`src/logic/pedw_pkg.sv`:
```
// Functional notes
// - Ultra-low voltage or button power-off sets bit 1.
// - Low voltage bit 2, over-temperature bit 3.
// - Plug-in bit 4, calibration bit 5, plug-out 6.
// - Keypad bit 7, alarms at bits 8 and 9.
// - Watchdog expiry pending at bit 10 until cleared.
// - Analog keys bits 11, 12; power button 13.
// - External line bit 14, quadrature bit 15.
// - Clear bit held at one clears pending flag.
// - Clearing watchdog flag also reloads watchdog counter.
// - Debounce tick divides clock by (N+1)*2.
// - Level-mode button filter (N<<5)+9 ticks, bits 3:0.
// - Analog key filter (N<<5)+9 ticks, bits 7:4.
// - Quadrature filter (2+N) ticks, bits 7:0.
// - Charge-full filter (N<<5)+9 ticks, bits 7:0.
// - Low-voltage filter (N<<5)+9 ticks, own field.
// - Charger detect filter (N<<5)+9 ticks, bits 5:0.
// - Watchdog timeout is 24 bits of clock periods.
// - Watchdog control bit 0 runs the counter.
// - Watchdog control bit 1 enables expiry event.
// - Expiry resets domain unless reset-control bit 1 set.
// - Two-bit field selects the system clock source.
// - Pending event forwarded only when enabled.
package pedw_pkg;

  localparam logic [7:0] ADDR_CLK_CONFIG = 8'h37;
  localparam logic [7:0] ADDR_EVENT_ENABLE = 8'h3A;
  localparam logic [7:0] ADDR_EVENT_CLEAR = 8'h3B;
  localparam logic [7:0] ADDR_RTC_CONTROL = 8'h3D;
  localparam logic [7:0] ADDR_DEB_CLK_DIV = 8'h54;
  localparam logic [7:0] ADDR_DOMAIN_RESET = 8'h56;
  localparam logic [7:0] ADDR_DEB_SELECT = 8'h68;
  localparam logic [7:0] ADDR_CHG_DEB = 8'h6D;
  localparam logic [7:0] ADDR_STATUS = 8'h70;
  localparam logic [7:0] ADDR_BTN_KEY_DEB = 8'h79;
  localparam logic [7:0] ADDR_LEVEL_ENABLE = 8'h7A;
  localparam logic [7:0] ADDR_QDEC_DEB = 8'h7B;
  localparam logic [7:0] ADDR_WDT_TIME = 8'hB0;
  localparam logic [7:0] ADDR_WDT_CTRL = 8'hB3;
  localparam logic [7:0] ADDR_CHG_FULL_DEB = 8'hCE;
  localparam logic [7:0] ADDR_LOW_VOLT_DEB = 8'hCF;

  localparam logic [7:0] RST_REG8 = 8'h00;
  localparam logic [15:0] RST_REG16 = 16'h0000;
  localparam logic [23:0] RST_REG24 = 24'h000000;
  localparam logic [7:0] RST_DOMAIN_RESET = 8'h00;

  localparam int EV_CHARGE_FULL = 0;
  localparam int EV_POWER_OFF = 1;
  localparam int EV_LOW_VOLT = 2;
  localparam int EV_OVER_TEMP = 3;
  localparam int EV_PLUG_IN = 4;
  localparam int EV_CAL_END = 5;
  localparam int EV_PLUG_OUT = 6;
  localparam int EV_KEYPAD = 7;
  localparam int EV_ALARM_A = 8;
  localparam int EV_ALARM_B = 9;
  localparam int EV_WATCHDOG = 10;
  localparam int EV_KEY_FIRST = 11;
  localparam int EV_KEY_SECOND = 12;
  localparam int EV_BUTTON = 13;
  localparam int EV_EXT_LINE = 14;
  localparam int EV_QDEC = 15;

  localparam int DEB_DIV_LSB = 3;
  localparam int CLK_SEL_LSB = 6;
  localparam int WDT_RUN_BIT = 0;
  localparam int WDT_IRQ_BIT = 1;
  localparam int WDT_NO_RESET_BIT = 1;
  localparam int SEL_CHG_FULL_BIT = 6;
  localparam int SEL_LOW_VOLT_BIT = 7;
  localparam int SEL_CHARGER_BIT = 6;
  localparam int LVL_BUTTON_LOW = 0;
  localparam int LVL_BUTTON_HIGH = 1;
  localparam int LVL_KEY_FIRST_LOW = 2;
  localparam int LVL_KEY_FIRST_HIGH = 3;
  localparam int LVL_KEY_SECOND_LOW = 4;
  localparam int LVL_KEY_SECOND_HIGH = 5;
  localparam logic [13:0] LONG_DEB_OFFSET = 14'h0009;
  localparam logic [13:0] QDEC_DEB_OFFSET = 14'h0002;

  localparam int FLT_BUTTON = 0;
  localparam int FLT_KEY_FIRST = 1;
  localparam int FLT_KEY_SECOND = 2;
  localparam int FLT_QDEC_A = 3;
  localparam int FLT_QDEC_B = 4;
  localparam int FLT_QDEC_C = 5;
  localparam int FLT_CHG_FULL = 6;
  localparam int FLT_LOW_VOLT = 7;
  localparam int FLT_CHARGER = 8;
  localparam int FLT_COUNT = 9;

  typedef struct packed {
    logic [7:0] addr;
    logic [31:0] wdata;
    logic wr;
    logic rd;
  } pedw_bus_req_t;

  // Order matches the FLT_ indices, lowest index in the lowest bit.
  typedef struct packed {
    logic charger_present;
    logic low_voltage;
    logic charge_full;
    logic [2:0] qdec_line;
    logic analog_button_second;
    logic analog_button_first;
    logic power_button;
  } pedw_levels_t;

  typedef struct packed {
    logic ultra_low_voltage;
    logic button_power_off;
    logic over_temp;
    logic cal_end;
    logic keypad;
    logic alarm_a;
    logic alarm_b;
    logic ext_line;
    logic qdec_event;
  } pedw_pulses_t;

  typedef struct packed {
    logic [7:0] clk_config;
    logic [7:0] rtc_control;
    logic [7:0] deb_clk_div;
    logic [7:0] domain_reset;
    logic [7:0] deb_select;
    logic [7:0] chg_deb;
    logic [7:0] btn_key_deb;
    logic [7:0] level_enable;
    logic [7:0] qdec_deb;
    logic [7:0] wdt_ctrl;
    logic [7:0] chg_full_deb;
    logic [7:0] low_volt_deb;
    logic [15:0] event_enable;
    logic [15:0] event_clear;
    logic [15:0] pending;
    logic [23:0] wdt_time;
    logic [23:0] wdt_count;
    logic [6:0] div_count;
    logic tick;
    logic [FLT_COUNT-1:0] clean;
    logic [FLT_COUNT-1:0][13:0] flt_count;
    logic domain_reset_pulse;
    logic irq;
    logic [31:0] rdata;
  } pedw_state_t;

endpackage

```
`src/logic/pedw_event_debounce_watchdog.sv`:
```
// Design decision made here: strobed register access.
`timescale 1ns/1ps
module pedw_event_debounce_watchdog
  import pedw_pkg::*;
(
  input wire logic mclk,
  input wire logic rst,
  input wire pedw_bus_req_t bus_req,
  output logic [31:0] bus_rdata,
  input wire pedw_levels_t raw_levels,
  input wire pedw_pulses_t event_pulses,
  output pedw_levels_t clean_levels,
  output logic [1:0] pmu_clk_select,
  output logic pmu_domain_reset,
  output logic event_irq
);

  pedw_state_t state;
  pedw_state_t next_state;

  function automatic logic [13:0] long_threshold(input logic [7:0] n);
    long_threshold = {1'b0, n, 5'h00} + LONG_DEB_OFFSET;
  endfunction

  function automatic logic [6:0] divider_period(input logic [4:0] n);
    divider_period = {1'b0, n, 1'b0} + 7'h02;
  endfunction

  // Quadrature lines want a short window, so no shift is applied here.
  function automatic logic [13:0] short_threshold(input logic [7:0] n);
    short_threshold = {6'h00, n} + QDEC_DEB_OFFSET;
  endfunction

  function automatic logic [31:0] widen8(input logic [7:0] v);
    widen8 = {24'h000000, v};
  endfunction

  function automatic logic [31:0] widen16(input logic [15:0] v);
    widen16 = {16'h0000, v};
  endfunction

  function automatic logic [31:0] widen24(input logic [23:0] v);
    widen24 = {8'h00, v};
  endfunction

  logic [FLT_COUNT-1:0] raw_vec;
  logic [FLT_COUNT-1:0] filter_on;
  logic [FLT_COUNT-1:0][13:0] threshold;
  logic [FLT_COUNT-1:0] rise;
  logic [FLT_COUNT-1:0] fall;
  logic [15:0] set_events;
  logic wdt_expire;

  assign raw_vec = raw_levels;

  // A filter that is switched off passes the raw level straight through.
  always_comb
  begin
    filter_on = '1;
    filter_on[FLT_BUTTON] = state.level_enable[LVL_BUTTON_LOW] |
                            state.level_enable[LVL_BUTTON_HIGH];
    filter_on[FLT_CHG_FULL] = state.deb_select[SEL_CHG_FULL_BIT];
    filter_on[FLT_LOW_VOLT] = state.deb_select[SEL_LOW_VOLT_BIT];
    filter_on[FLT_CHARGER] = state.chg_deb[SEL_CHARGER_BIT];
    threshold[FLT_BUTTON] = long_threshold({4'h0, state.btn_key_deb[3:0]});
    // Both analog keys share one window field.
    threshold[FLT_KEY_FIRST] = long_threshold({4'h0, state.btn_key_deb[7:4]});
    threshold[FLT_KEY_SECOND] = long_threshold({4'h0, state.btn_key_deb[7:4]});
    threshold[FLT_QDEC_A] = short_threshold(state.qdec_deb);
    threshold[FLT_QDEC_B] = short_threshold(state.qdec_deb);
    threshold[FLT_QDEC_C] = short_threshold(state.qdec_deb);
    threshold[FLT_CHG_FULL] = long_threshold(state.chg_full_deb);
    threshold[FLT_LOW_VOLT] = long_threshold(state.low_volt_deb);
    threshold[FLT_CHARGER] = long_threshold({2'h0, state.chg_deb[5:0]});
  end

  always_comb
  begin
    next_state = state;
    next_state.rdata = 32'h00000000;
    next_state.domain_reset_pulse = 1'b0;

    // Debounce tick: one mclk-wide pulse every (N+1)*2 cycles.
    next_state.tick = 1'b0;
    if (state.div_count >= divider_period(state.deb_clk_div[7:DEB_DIV_LSB]) - 7'h01)
    begin
      next_state.div_count = 7'h00;
      next_state.tick = 1'b1;
    end
    else
    begin
      next_state.div_count = state.div_count + 7'h01;
    end

    // Any return to the settled level throws the partial count away, so a
    // bouncing input must stay put for the whole time before it is taken.
    for (int i = 0; i < FLT_COUNT; i++)
    begin
      if (!filter_on[i])
      begin
        next_state.clean[i] = raw_vec[i];
        next_state.flt_count[i] = 14'h0000;
      end
      else if (raw_vec[i] == state.clean[i])
      begin
        next_state.flt_count[i] = 14'h0000;
      end
      else if (state.tick)
      begin
        if (state.flt_count[i] + 14'h0001 >= threshold[i])
        begin
          next_state.clean[i] = raw_vec[i];
          next_state.flt_count[i] = 14'h0000;
        end
        else
        begin
          next_state.flt_count[i] = state.flt_count[i] + 14'h0001;
        end
      end
    end
    // Edges come from the filtered levels, so a bounce raises no event unless its filter is switched off.
    rise = next_state.clean & ~state.clean;
    fall = ~next_state.clean & state.clean;

    // Watchdog: counts mclk periods up to the programmed timeout.
    // A zero timeout expires on every cycle, so load the time before starting.
    wdt_expire = 1'b0;
    if (state.event_clear[EV_WATCHDOG])
    begin
      next_state.wdt_count = RST_REG24;
    end
    else if (state.wdt_ctrl[WDT_RUN_BIT])
    begin
      if (state.wdt_count >= state.wdt_time)
      begin
        wdt_expire = 1'b1;
        next_state.wdt_count = RST_REG24;
      end
      else
      begin
        next_state.wdt_count = state.wdt_count + 24'h000001;
      end
    end
    next_state.domain_reset_pulse = wdt_expire & ~state.domain_reset[WDT_NO_RESET_BIT];

    set_events = 16'h0000;
    set_events[EV_CHARGE_FULL] = rise[FLT_CHG_FULL];
    set_events[EV_POWER_OFF] = event_pulses.ultra_low_voltage |
                               event_pulses.button_power_off;
    set_events[EV_LOW_VOLT] = rise[FLT_LOW_VOLT];
    set_events[EV_OVER_TEMP] = event_pulses.over_temp;
    set_events[EV_PLUG_IN] = rise[FLT_CHARGER];
    set_events[EV_CAL_END] = event_pulses.cal_end;
    set_events[EV_PLUG_OUT] = fall[FLT_CHARGER];
    set_events[EV_KEYPAD] = event_pulses.keypad;
    set_events[EV_ALARM_A] = event_pulses.alarm_a;
    set_events[EV_ALARM_B] = event_pulses.alarm_b;
    set_events[EV_WATCHDOG] = wdt_expire & state.wdt_ctrl[WDT_IRQ_BIT];
    set_events[EV_KEY_FIRST] = (fall[FLT_KEY_FIRST] & state.level_enable[LVL_KEY_FIRST_LOW]) |
                               (rise[FLT_KEY_FIRST] &
                                state.level_enable[LVL_KEY_FIRST_HIGH]);
    set_events[EV_KEY_SECOND] = (fall[FLT_KEY_SECOND] &
                                 state.level_enable[LVL_KEY_SECOND_LOW]) |
                                (rise[FLT_KEY_SECOND] &
                                 state.level_enable[LVL_KEY_SECOND_HIGH]);
    set_events[EV_BUTTON] = (fall[FLT_BUTTON] & state.level_enable[LVL_BUTTON_LOW]) |
                            (rise[FLT_BUTTON] & state.level_enable[LVL_BUTTON_HIGH]);
    set_events[EV_EXT_LINE] = event_pulses.ext_line;
    set_events[EV_QDEC] = event_pulses.qdec_event;

    // A new event in the same cycle as a held clear is kept.
    next_state.pending = (state.pending & ~state.event_clear) | set_events;
    next_state.irq = |(next_state.pending & state.event_enable);

    // Narrow registers take the low bits of the write data.
    if (bus_req.wr)
    begin
      case (bus_req.addr)
        ADDR_CLK_CONFIG:
        begin
          next_state.clk_config = bus_req.wdata[7:0];
        end
        ADDR_EVENT_ENABLE:
        begin
          next_state.event_enable = bus_req.wdata[15:0];
        end
        // The clear stays in force until software writes zero again.
        ADDR_EVENT_CLEAR:
        begin
          next_state.event_clear = bus_req.wdata[15:0];
        end
        ADDR_RTC_CONTROL:
        begin
          next_state.rtc_control = bus_req.wdata[7:0];
        end
        ADDR_DEB_CLK_DIV:
        begin
          next_state.deb_clk_div = bus_req.wdata[7:0];
        end
        ADDR_DOMAIN_RESET:
        begin
          next_state.domain_reset = bus_req.wdata[7:0];
        end
        ADDR_DEB_SELECT:
        begin
          next_state.deb_select = bus_req.wdata[7:0];
        end
        ADDR_CHG_DEB:
        begin
          next_state.chg_deb = bus_req.wdata[7:0];
        end
        ADDR_BTN_KEY_DEB:
        begin
          next_state.btn_key_deb = bus_req.wdata[7:0];
        end
        ADDR_LEVEL_ENABLE:
        begin
          next_state.level_enable = bus_req.wdata[7:0];
        end
        ADDR_QDEC_DEB:
        begin
          next_state.qdec_deb = bus_req.wdata[7:0];
        end
        ADDR_WDT_TIME:
        begin
          next_state.wdt_time = bus_req.wdata[23:0];
        end
        ADDR_WDT_CTRL:
        begin
          next_state.wdt_ctrl = bus_req.wdata[7:0];
        end
        ADDR_CHG_FULL_DEB:
        begin
          next_state.chg_full_deb = bus_req.wdata[7:0];
        end
        ADDR_LOW_VOLT_DEB:
        begin
          next_state.low_volt_deb = bus_req.wdata[7:0];
        end
        // Unmapped offsets and the read-only status word ignore writes.
        default:
        begin
          next_state.rdata = 32'h00000000;
        end
      endcase
    end

    // Read data are registered and stand for exactly one cycle.
    if (bus_req.rd)
    begin
      case (bus_req.addr)
        ADDR_CLK_CONFIG:
        begin
          next_state.rdata = widen8(state.clk_config);
        end
        ADDR_EVENT_ENABLE:
        begin
          next_state.rdata = widen16(state.event_enable);
        end
        ADDR_EVENT_CLEAR:
        begin
          next_state.rdata = widen16(state.event_clear);
        end
        ADDR_RTC_CONTROL:
        begin
          next_state.rdata = widen8(state.rtc_control);
        end
        ADDR_DEB_CLK_DIV:
        begin
          next_state.rdata = widen8(state.deb_clk_div);
        end
        ADDR_DOMAIN_RESET:
        begin
          next_state.rdata = widen8(state.domain_reset);
        end
        ADDR_DEB_SELECT:
        begin
          next_state.rdata = widen8(state.deb_select);
        end
        ADDR_CHG_DEB:
        begin
          next_state.rdata = widen8(state.chg_deb);
        end
        ADDR_STATUS:
        begin
          next_state.rdata = widen16(state.pending);
        end
        ADDR_BTN_KEY_DEB:
        begin
          next_state.rdata = widen8(state.btn_key_deb);
        end
        ADDR_LEVEL_ENABLE:
        begin
          next_state.rdata = widen8(state.level_enable);
        end
        ADDR_QDEC_DEB:
        begin
          next_state.rdata = widen8(state.qdec_deb);
        end
        ADDR_WDT_TIME:
        begin
          next_state.rdata = widen24(state.wdt_time);
        end
        ADDR_WDT_CTRL:
        begin
          next_state.rdata = widen8(state.wdt_ctrl);
        end
        ADDR_CHG_FULL_DEB:
        begin
          next_state.rdata = widen8(state.chg_full_deb);
        end
        ADDR_LOW_VOLT_DEB:
        begin
          next_state.rdata = widen8(state.low_volt_deb);
        end
        default:
        begin
          next_state.rdata = 32'h00000000;
        end
      endcase
    end
  end

  always_ff @(posedge mclk)
  begin
    if (rst)
    begin
      state <= '0;
      state.domain_reset <= RST_DOMAIN_RESET;
      state.event_clear <= RST_REG16;
      state.wdt_time <= RST_REG24;
      state.qdec_deb <= RST_REG8;
    end
    else
    begin
      state <= next_state;
    end
  end

  assign bus_rdata = state.rdata;
  assign clean_levels = state.clean;
  assign pmu_clk_select = state.clk_config[CLK_SEL_LSB +: 2];
  assign pmu_domain_reset = state.domain_reset_pulse;
  assign event_irq = state.irq;

endmodule

```
`config.mk`:
```
export PLATFORM = sky130hd
export DESIGN_NAME = pedw_event_debounce_watchdog
export DESIGN_NICKNAME = d
export VERILOG_FILES = /design/src/logic/pedw_pkg.sv /design/src/logic/pedw_event_debounce_watchdog.sv
export SDC_FILE = /design/constraint.sdc
export NUM_CORES = 1
export LEC_CHECK = 0
export ABC_AREA = 1
export BUFFER_PORTS_ARGS = -buffer_cell sky130_fd_sc_hd__buf_2
export CORE_UTILIZATION = 69
export CTS_BUF_LIST = sky130_fd_sc_hd__clkbuf_8
export CTS_CLUSTER_SIZE = 25
export DETAILED_ROUTE_END_ITERATION = 6
export PLACE_DENSITY = 0.89
export SLEW_MARGIN = 20
export SYNTH_ARGS = -nofsm -noshare
export SYNTH_HDL_FRONTEND = slang
export SYNTH_SLANG_ARGS = --single-unit
```
`constraint.sdc`:
```
create_clock -name mclk -period 8.1 [get_ports mclk]
set_clock_uncertainty 0.05 [all_clocks]
set_input_delay 1.62 -clock mclk [delete_from_list [all_inputs] [get_ports mclk]]
set_output_delay 1.62 -clock mclk [all_outputs]
set_load 0.1 [all_outputs]
```
Word-level counts from Yosys, hierarchy flattened --
Cells that the tools add are included.
Operators by class: add/sub/neg operators 19, order comparisons 11, equality and inequality tests 25, multiplexer cells 46, bitwise logic cells 27, reduce and logical (&&, ||, !) cells 28
Operator list (count):
- case mux 24 bit (16 select lines) | 1
- adder 14 x 1 -> 14 bit, second input constant | 9
- 2-to-1 mux 14 bit | 9
- == test 8 x 7 -> 1 bit, second input constant | 8
- >= comparator 14 x 10 -> 1 bit | 3
- >= comparator 14 x 9 -> 1 bit | 3
- 2-to-1 mux 1 bit | 35
- AND 16 bit | 2
- == test 8 x 6 -> 1 bit, second input constant | 4
- == test 8 bit, second input constant | 4
- AND reduction 2 bit | 15
- adder 13 x 4 -> 14 bit, second input constant | 2
- >= comparator 14 bit | 2
- adder 24 x 1 -> 24 bit, second input constant | 1
- >= comparator 24 bit | 1
- 2-to-1 mux 24 bit | 1
- adder 9 x 4 -> 10 bit, second input constant | 2
- AND 9 bit | 2
- inverter 9 bit | 2
- inverter 16 bit | 1
- bitwise OR 16 bit | 1
- OR reduction 16 bit | 1
- OR reduction 2 bit | 8
- >= comparator 14 x 12 -> 1 bit | 1
- 11 further kinds | 38
Word-level totals: register bits after elaboration 369, input bits 62, output and inout port bits 45, logic and storage cells 188

Depth between registers and ports, before layout --
depth after elaboration 13, mapped depth 26, depth with buffers taken out 26

Least setup slack after synthesis --
No wires, ideal clock.
path type in2reg, from input bus_req[37] (netlist bit), to register state, in the netlist bus_rdata[16], library setup time 0.130 ns, data arrival time 2.892 ns, required time 7.920 ns, setup slack 5.028 ns, stages on the path 10, buffers on the path 0, cell sequence inv_1 -> nor2_1 -> inv_1 -> nor2_1 -> nand2_1 -> clkinv_1 -> nor4_1 -> o2111ai_1 -> o21bai_1 -> nor3_1
On the way: longest elaborated chain between the ends 2
Ends and longest elaborated chain:
- from (decl) | RTL line pedw_event_debounce_watchdog.sv:8 | input wire pedw_bus_req_t bus_req,
- == test 8 bit (tied with other cells) | RTL line pedw_event_debounce_watchdog.sv:251 | case (bus_req.addr)
- case mux 24 bit (16 select lines) * | RTL line pedw_event_debounce_watchdog.sv:251
- to (signal assigned) | RTL line pedw_event_debounce_watchdog.sv:336 | state <= next_state;
- to (decl) | RTL line pedw_event_debounce_watchdog.sv:18 | pedw_state_t state;
Every way passes the cells marked *; elsewhere a longest branch is shown, timed or not. A chain may end at the register's enable or synchronous reset.

Worst setup path after layout --
from input bus_req[37] (netlist bit), to register state[264] (netlist bit)
On the way: longest elaborated chain between the ends 2
Ends and longest elaborated chain:
- == test 8 x 6 -> 1 bit | RTL line pedw_event_debounce_watchdog.sv:178 | case (bus_req.addr)
- AND reduction 2 bit (no source line)
No other way between the ends.

==> impl_metrics.env <==
export IMPL_route_detailed_drc=12
export IMPL_worst_path_largest_cell_delay_ps=600
export IMPL_totalNegativeSetupSlack_ps=0
export IMPL_layout_nets=2767
export IMPL_failed_checks="design-rule violations"
export IMPL_cts_root_buf="clkbuf_8"
export IMPL_edff_count_synth=0
export IMPL_power_per_cell_area_nw_per_um2=187
export IMPL_final_layout_size_suffix_gt1_frac=0.0879
export IMPL_number_of_hold_violations_in_the_final_report=0
export IMPL_yosys_warnings=0
export IMPL_grt_overflow_total=0
export IMPL_slowest_stage="nand2_1"
export IMPL_drv_slew=0
export IMPL_finalWorstPathRequiredPeriod_ps=3680
export IMPL_holdCritStartpoint="state[89]$_SDFFE_PP0P_"
export IMPL_top_usage_layer="met2"
export IMPL_drt_vias_per_instance=5.96
export IMPL_whs_path_depth=2
export IMPL_timing_max_cap_violations=0
export IMPL_clock_sinks=361
export IMPL_worst_skew_pair_late_latency_ps=630
export IMPL_grt_start_max_net_pins=78
export IMPL_met2_usage=0.582
export IMPL_fp_dieArea_um2=27900
export IMPL_grtUsageMet3=0.0639
export IMPL_cts_buffers_inserted=56
export IMPL_capture_point_of_the_worst_reg_to_reg_path="event_irq$_SDFF_PP0_"
export IMPL_syn_inst=2566
export IMPL_design_core_area_um2=26800
export IMPL_vias_in_the_first_global_route=16803
export IMPL_clock_tree_from_tritoncts="yes"
export IMPL_run_status="complete, but fails checks"
export IMPL_gr_usage_all_layers=0.344
export IMPL_grt_util_met1=0.418
export IMPL_final_cell_mix="nand2_1 (429), inv_1 (361), dfxtp_1 (360)"
export IMPL_worstRegToRegCells=26
export IMPL_worst_setup_hold_path_clk_slew_ps=60
export IMPL_number_of_antenna_violations_at_the_first_check_in_global_routing=4
export IMPL_worst_setup_path_endpoint="state[264]$_SDFFE_PP0P_"
export IMPL_global_route_wire_length_before_repair_mm=79.0
export IMPL_first_iter_violations=1979
export IMPL_detailedPlacementHpwl_mm=34.0
export IMPL_number_of_failing_setup_endpoints_in_the_final_timing_report=0
export IMPL_synth_async_reset_ratio=0
export IMPL_finalCoreUtilization=0.756
export IMPL_ant_nets=0
export IMPL_dominantRegCellSynth="dfxtp_1"
export IMPL_worst_ep_required_time_ps=8530
export IMPL_proportion_of_synthesized_chip_area_in_sequential_cells=0.385
export IMPL_mostFrequentLayoutCell="nand2_1"
export IMPL_signed_area_change_from_the_synthesized_netlist_to_the_final_layout_pct=7.92
export IMPL_mappedNetlistArea_um2=18800
export IMPL_relSlewSlack=0.389
export IMPL_grt_setup_unrepaired="false"
export IMPL_resized_after_cts=0
export IMPL_cts_htree_levels=2
export IMPL_critical_path_reg2reg_startpoint="state[132]$_SDFFE_PP0P_"
export IMPL_path_cells="buf_2 > inv_1 > nor2_1 > inv_1 > nor3_1 > nand2_1 > clkinv_1 > nand2_1 > o21ai_0 > a21oi_1"
export IMPL_clock_path_buffers=3
export IMPL_criticalPathCategory="input port to register"
export IMPL_worstMarginPinSlew_ps=915
export IMPL_period_share=0.455
export IMPL_critical_path_peak_fanout=28
export IMPL_port_buffer_count=90
export IMPL_die_h_um=167
export IMPL_vdd_ir_drop_worst_v=0.000203
export IMPL_initial_core_util=0.701
export IMPL_slack_of_the_worst_reg_to_reg_path_ps=4660
export IMPL_wirelength_mm=49.0
export IMPL_avgRoutedWirePerCell_um=16.4
export IMPL_synth_seq_cells=361
export IMPL_gpl_final_weighted_congestion=1.00
export IMPL_ctsHoldBuffers=0
export IMPL_io_pins=107
export IMPL_post_cts_buffers=0
export IMPL_cp_data_arrival_time_ps=4110
export IMPL_die_w_um=167
export IMPL_worst_setup_path_start_kind="input port"
export IMPL_total_power_mw=3.79
export IMPL_kind_of_end_point_of_the_critical_path="register"
export IMPL_static_leakage_nw=8.00
export IMPL_synthesis_area_per_instance_um2=7.32
export IMPL_post_synth_num_cell_types=50
export IMPL_vias=17793
export IMPL_critical_path_startpoint="bus_req[37]"
export IMPL_max_freq_ghz=0.272
export IMPL_hold_path_class="register to register"
export IMPL_core_rowCount=60
export IMPL_drt_pre_antenna_iters=7
cell usage after synthesis (14+ instances only):
| library cell | instances | share of area |
|---|---|---|
| buf_4 | 43 | 0.017 |
| o21ai_0 | 168 | 0.045 |
| a221oi_1 | 32 | 0.015 |
| a211oi_1 | 14 | 0.0056 |
| nand2_1 | 429 | 0.086 |
| nand3_1 | 125 | 0.033 |
| nand4_1 | 40 | 0.013 |
| o32ai_1 | 17 | 0.0079 |
| xor2_1 | 88 | 0.041 |
| ha_1 | 108 | 0.072 |
| clkbuf_1 | 78 | 0.016 |
| o22ai_1 | 54 | 0.018 |
| a21oi_1 | 234 | 0.062 |
| dfxtp_1 | 361 | 0.38 |
| nor3_1 | 58 | 0.015 |
| inv_1 | 349 | 0.070 |
| nor2_1 | 244 | 0.049 |
per-stage QoR:
stage	hold slack, ps	worst slack [ps]	area, um2	std cells
final	404	4420	20300	2983
after global routing	430	4260	20300	2982
after global placement	390	3990	19100	2880
after detailed placement	399	3880	19100	2880
after CTS	408	4520	20300	2980
after floorplan	371	5030	18800	2573
state kept, by name, summed over array words and instances (netlist names), named ones only:
| register | count |
|---|---|
| bus_rdata | 24 |
| clean_levels | 6 |
| event_irq | 1 |
| filter_on | 3 |
| pmu_clk_select | 2 |
| pmu_domain_reset | 1 |
| state | 321 |
layer usage:
layer	vias to the layer above	part of all wire	wire length (um)
li1	8542	-	-
met3	186	0.091	4450
met5	-	0.00027	13
met1	8212	0.39	19300
met2	851	0.47	23000
met4	2	0.045	2210
where the power goes:
| part | total, mW | internal [mW] | switching [mW] |
|---|---|---|---|
| logic | 0.393 | 0.0861 | 0.307 |
| registers | 1.82 | 1.80 | 0.0186 |
| clock network | 1.58 | 0.853 | 0.729 |
final cells by class:
class                      count  area (um2)
timing repair buffer          98         510
inverter                     356        1340
sequential                   361        7230
antenna                        3        7.51
tap                          341         427
fill                        1970        6530
multi-input combinational   1724        9580
clock buffer                  78        1070
clock inverter                22         106
how the worst min path moves through the flow:
stage / slack (ps) / endpoint
4_1_cts: 410 / state[328]$_SDFFE_PP0P_
3_3_place_gp: 390 / state[358]$_SDFFE_PP0P_
6_report: 400 / state[89]$_SDFFE_PP0P_
2_1_floorplan: 370 / pmu_domain_reset$_SDFF_PP0_
5_1_grt: 430 / state[328]$_SDFFE_PP0P_
3_5_place_dp: 400 / state[328]$_SDFFE_PP0P_
critical path: cells and delay by family:
family                 cells  cell delay (ps)
AND/OR/NAND/NOR            4             1370
buffers and inverters      4              630
AO/OA/AOI/OAI              2              490
logic make-up (layout without fill, tap and decap cells):
| logic type | Yosys count | after routing | synth area share |
|---|---|---|---|
| xor+xnor | 95 | 95 | 0.0443 |
| compound gates | 550 | 550 | 0.166 |
| buf+inv | 488 | 554 | 0.107 |
| other cells | 1 | 11 | 0.000200 |
| flops | 361 | 361 | 0.385 |
| fa+ha+maj | 108 | 108 | 0.0719 |
| simple gates | 963 | 963 | 0.226 |
No activity file was read; power rests on OpenSTA's default activity.
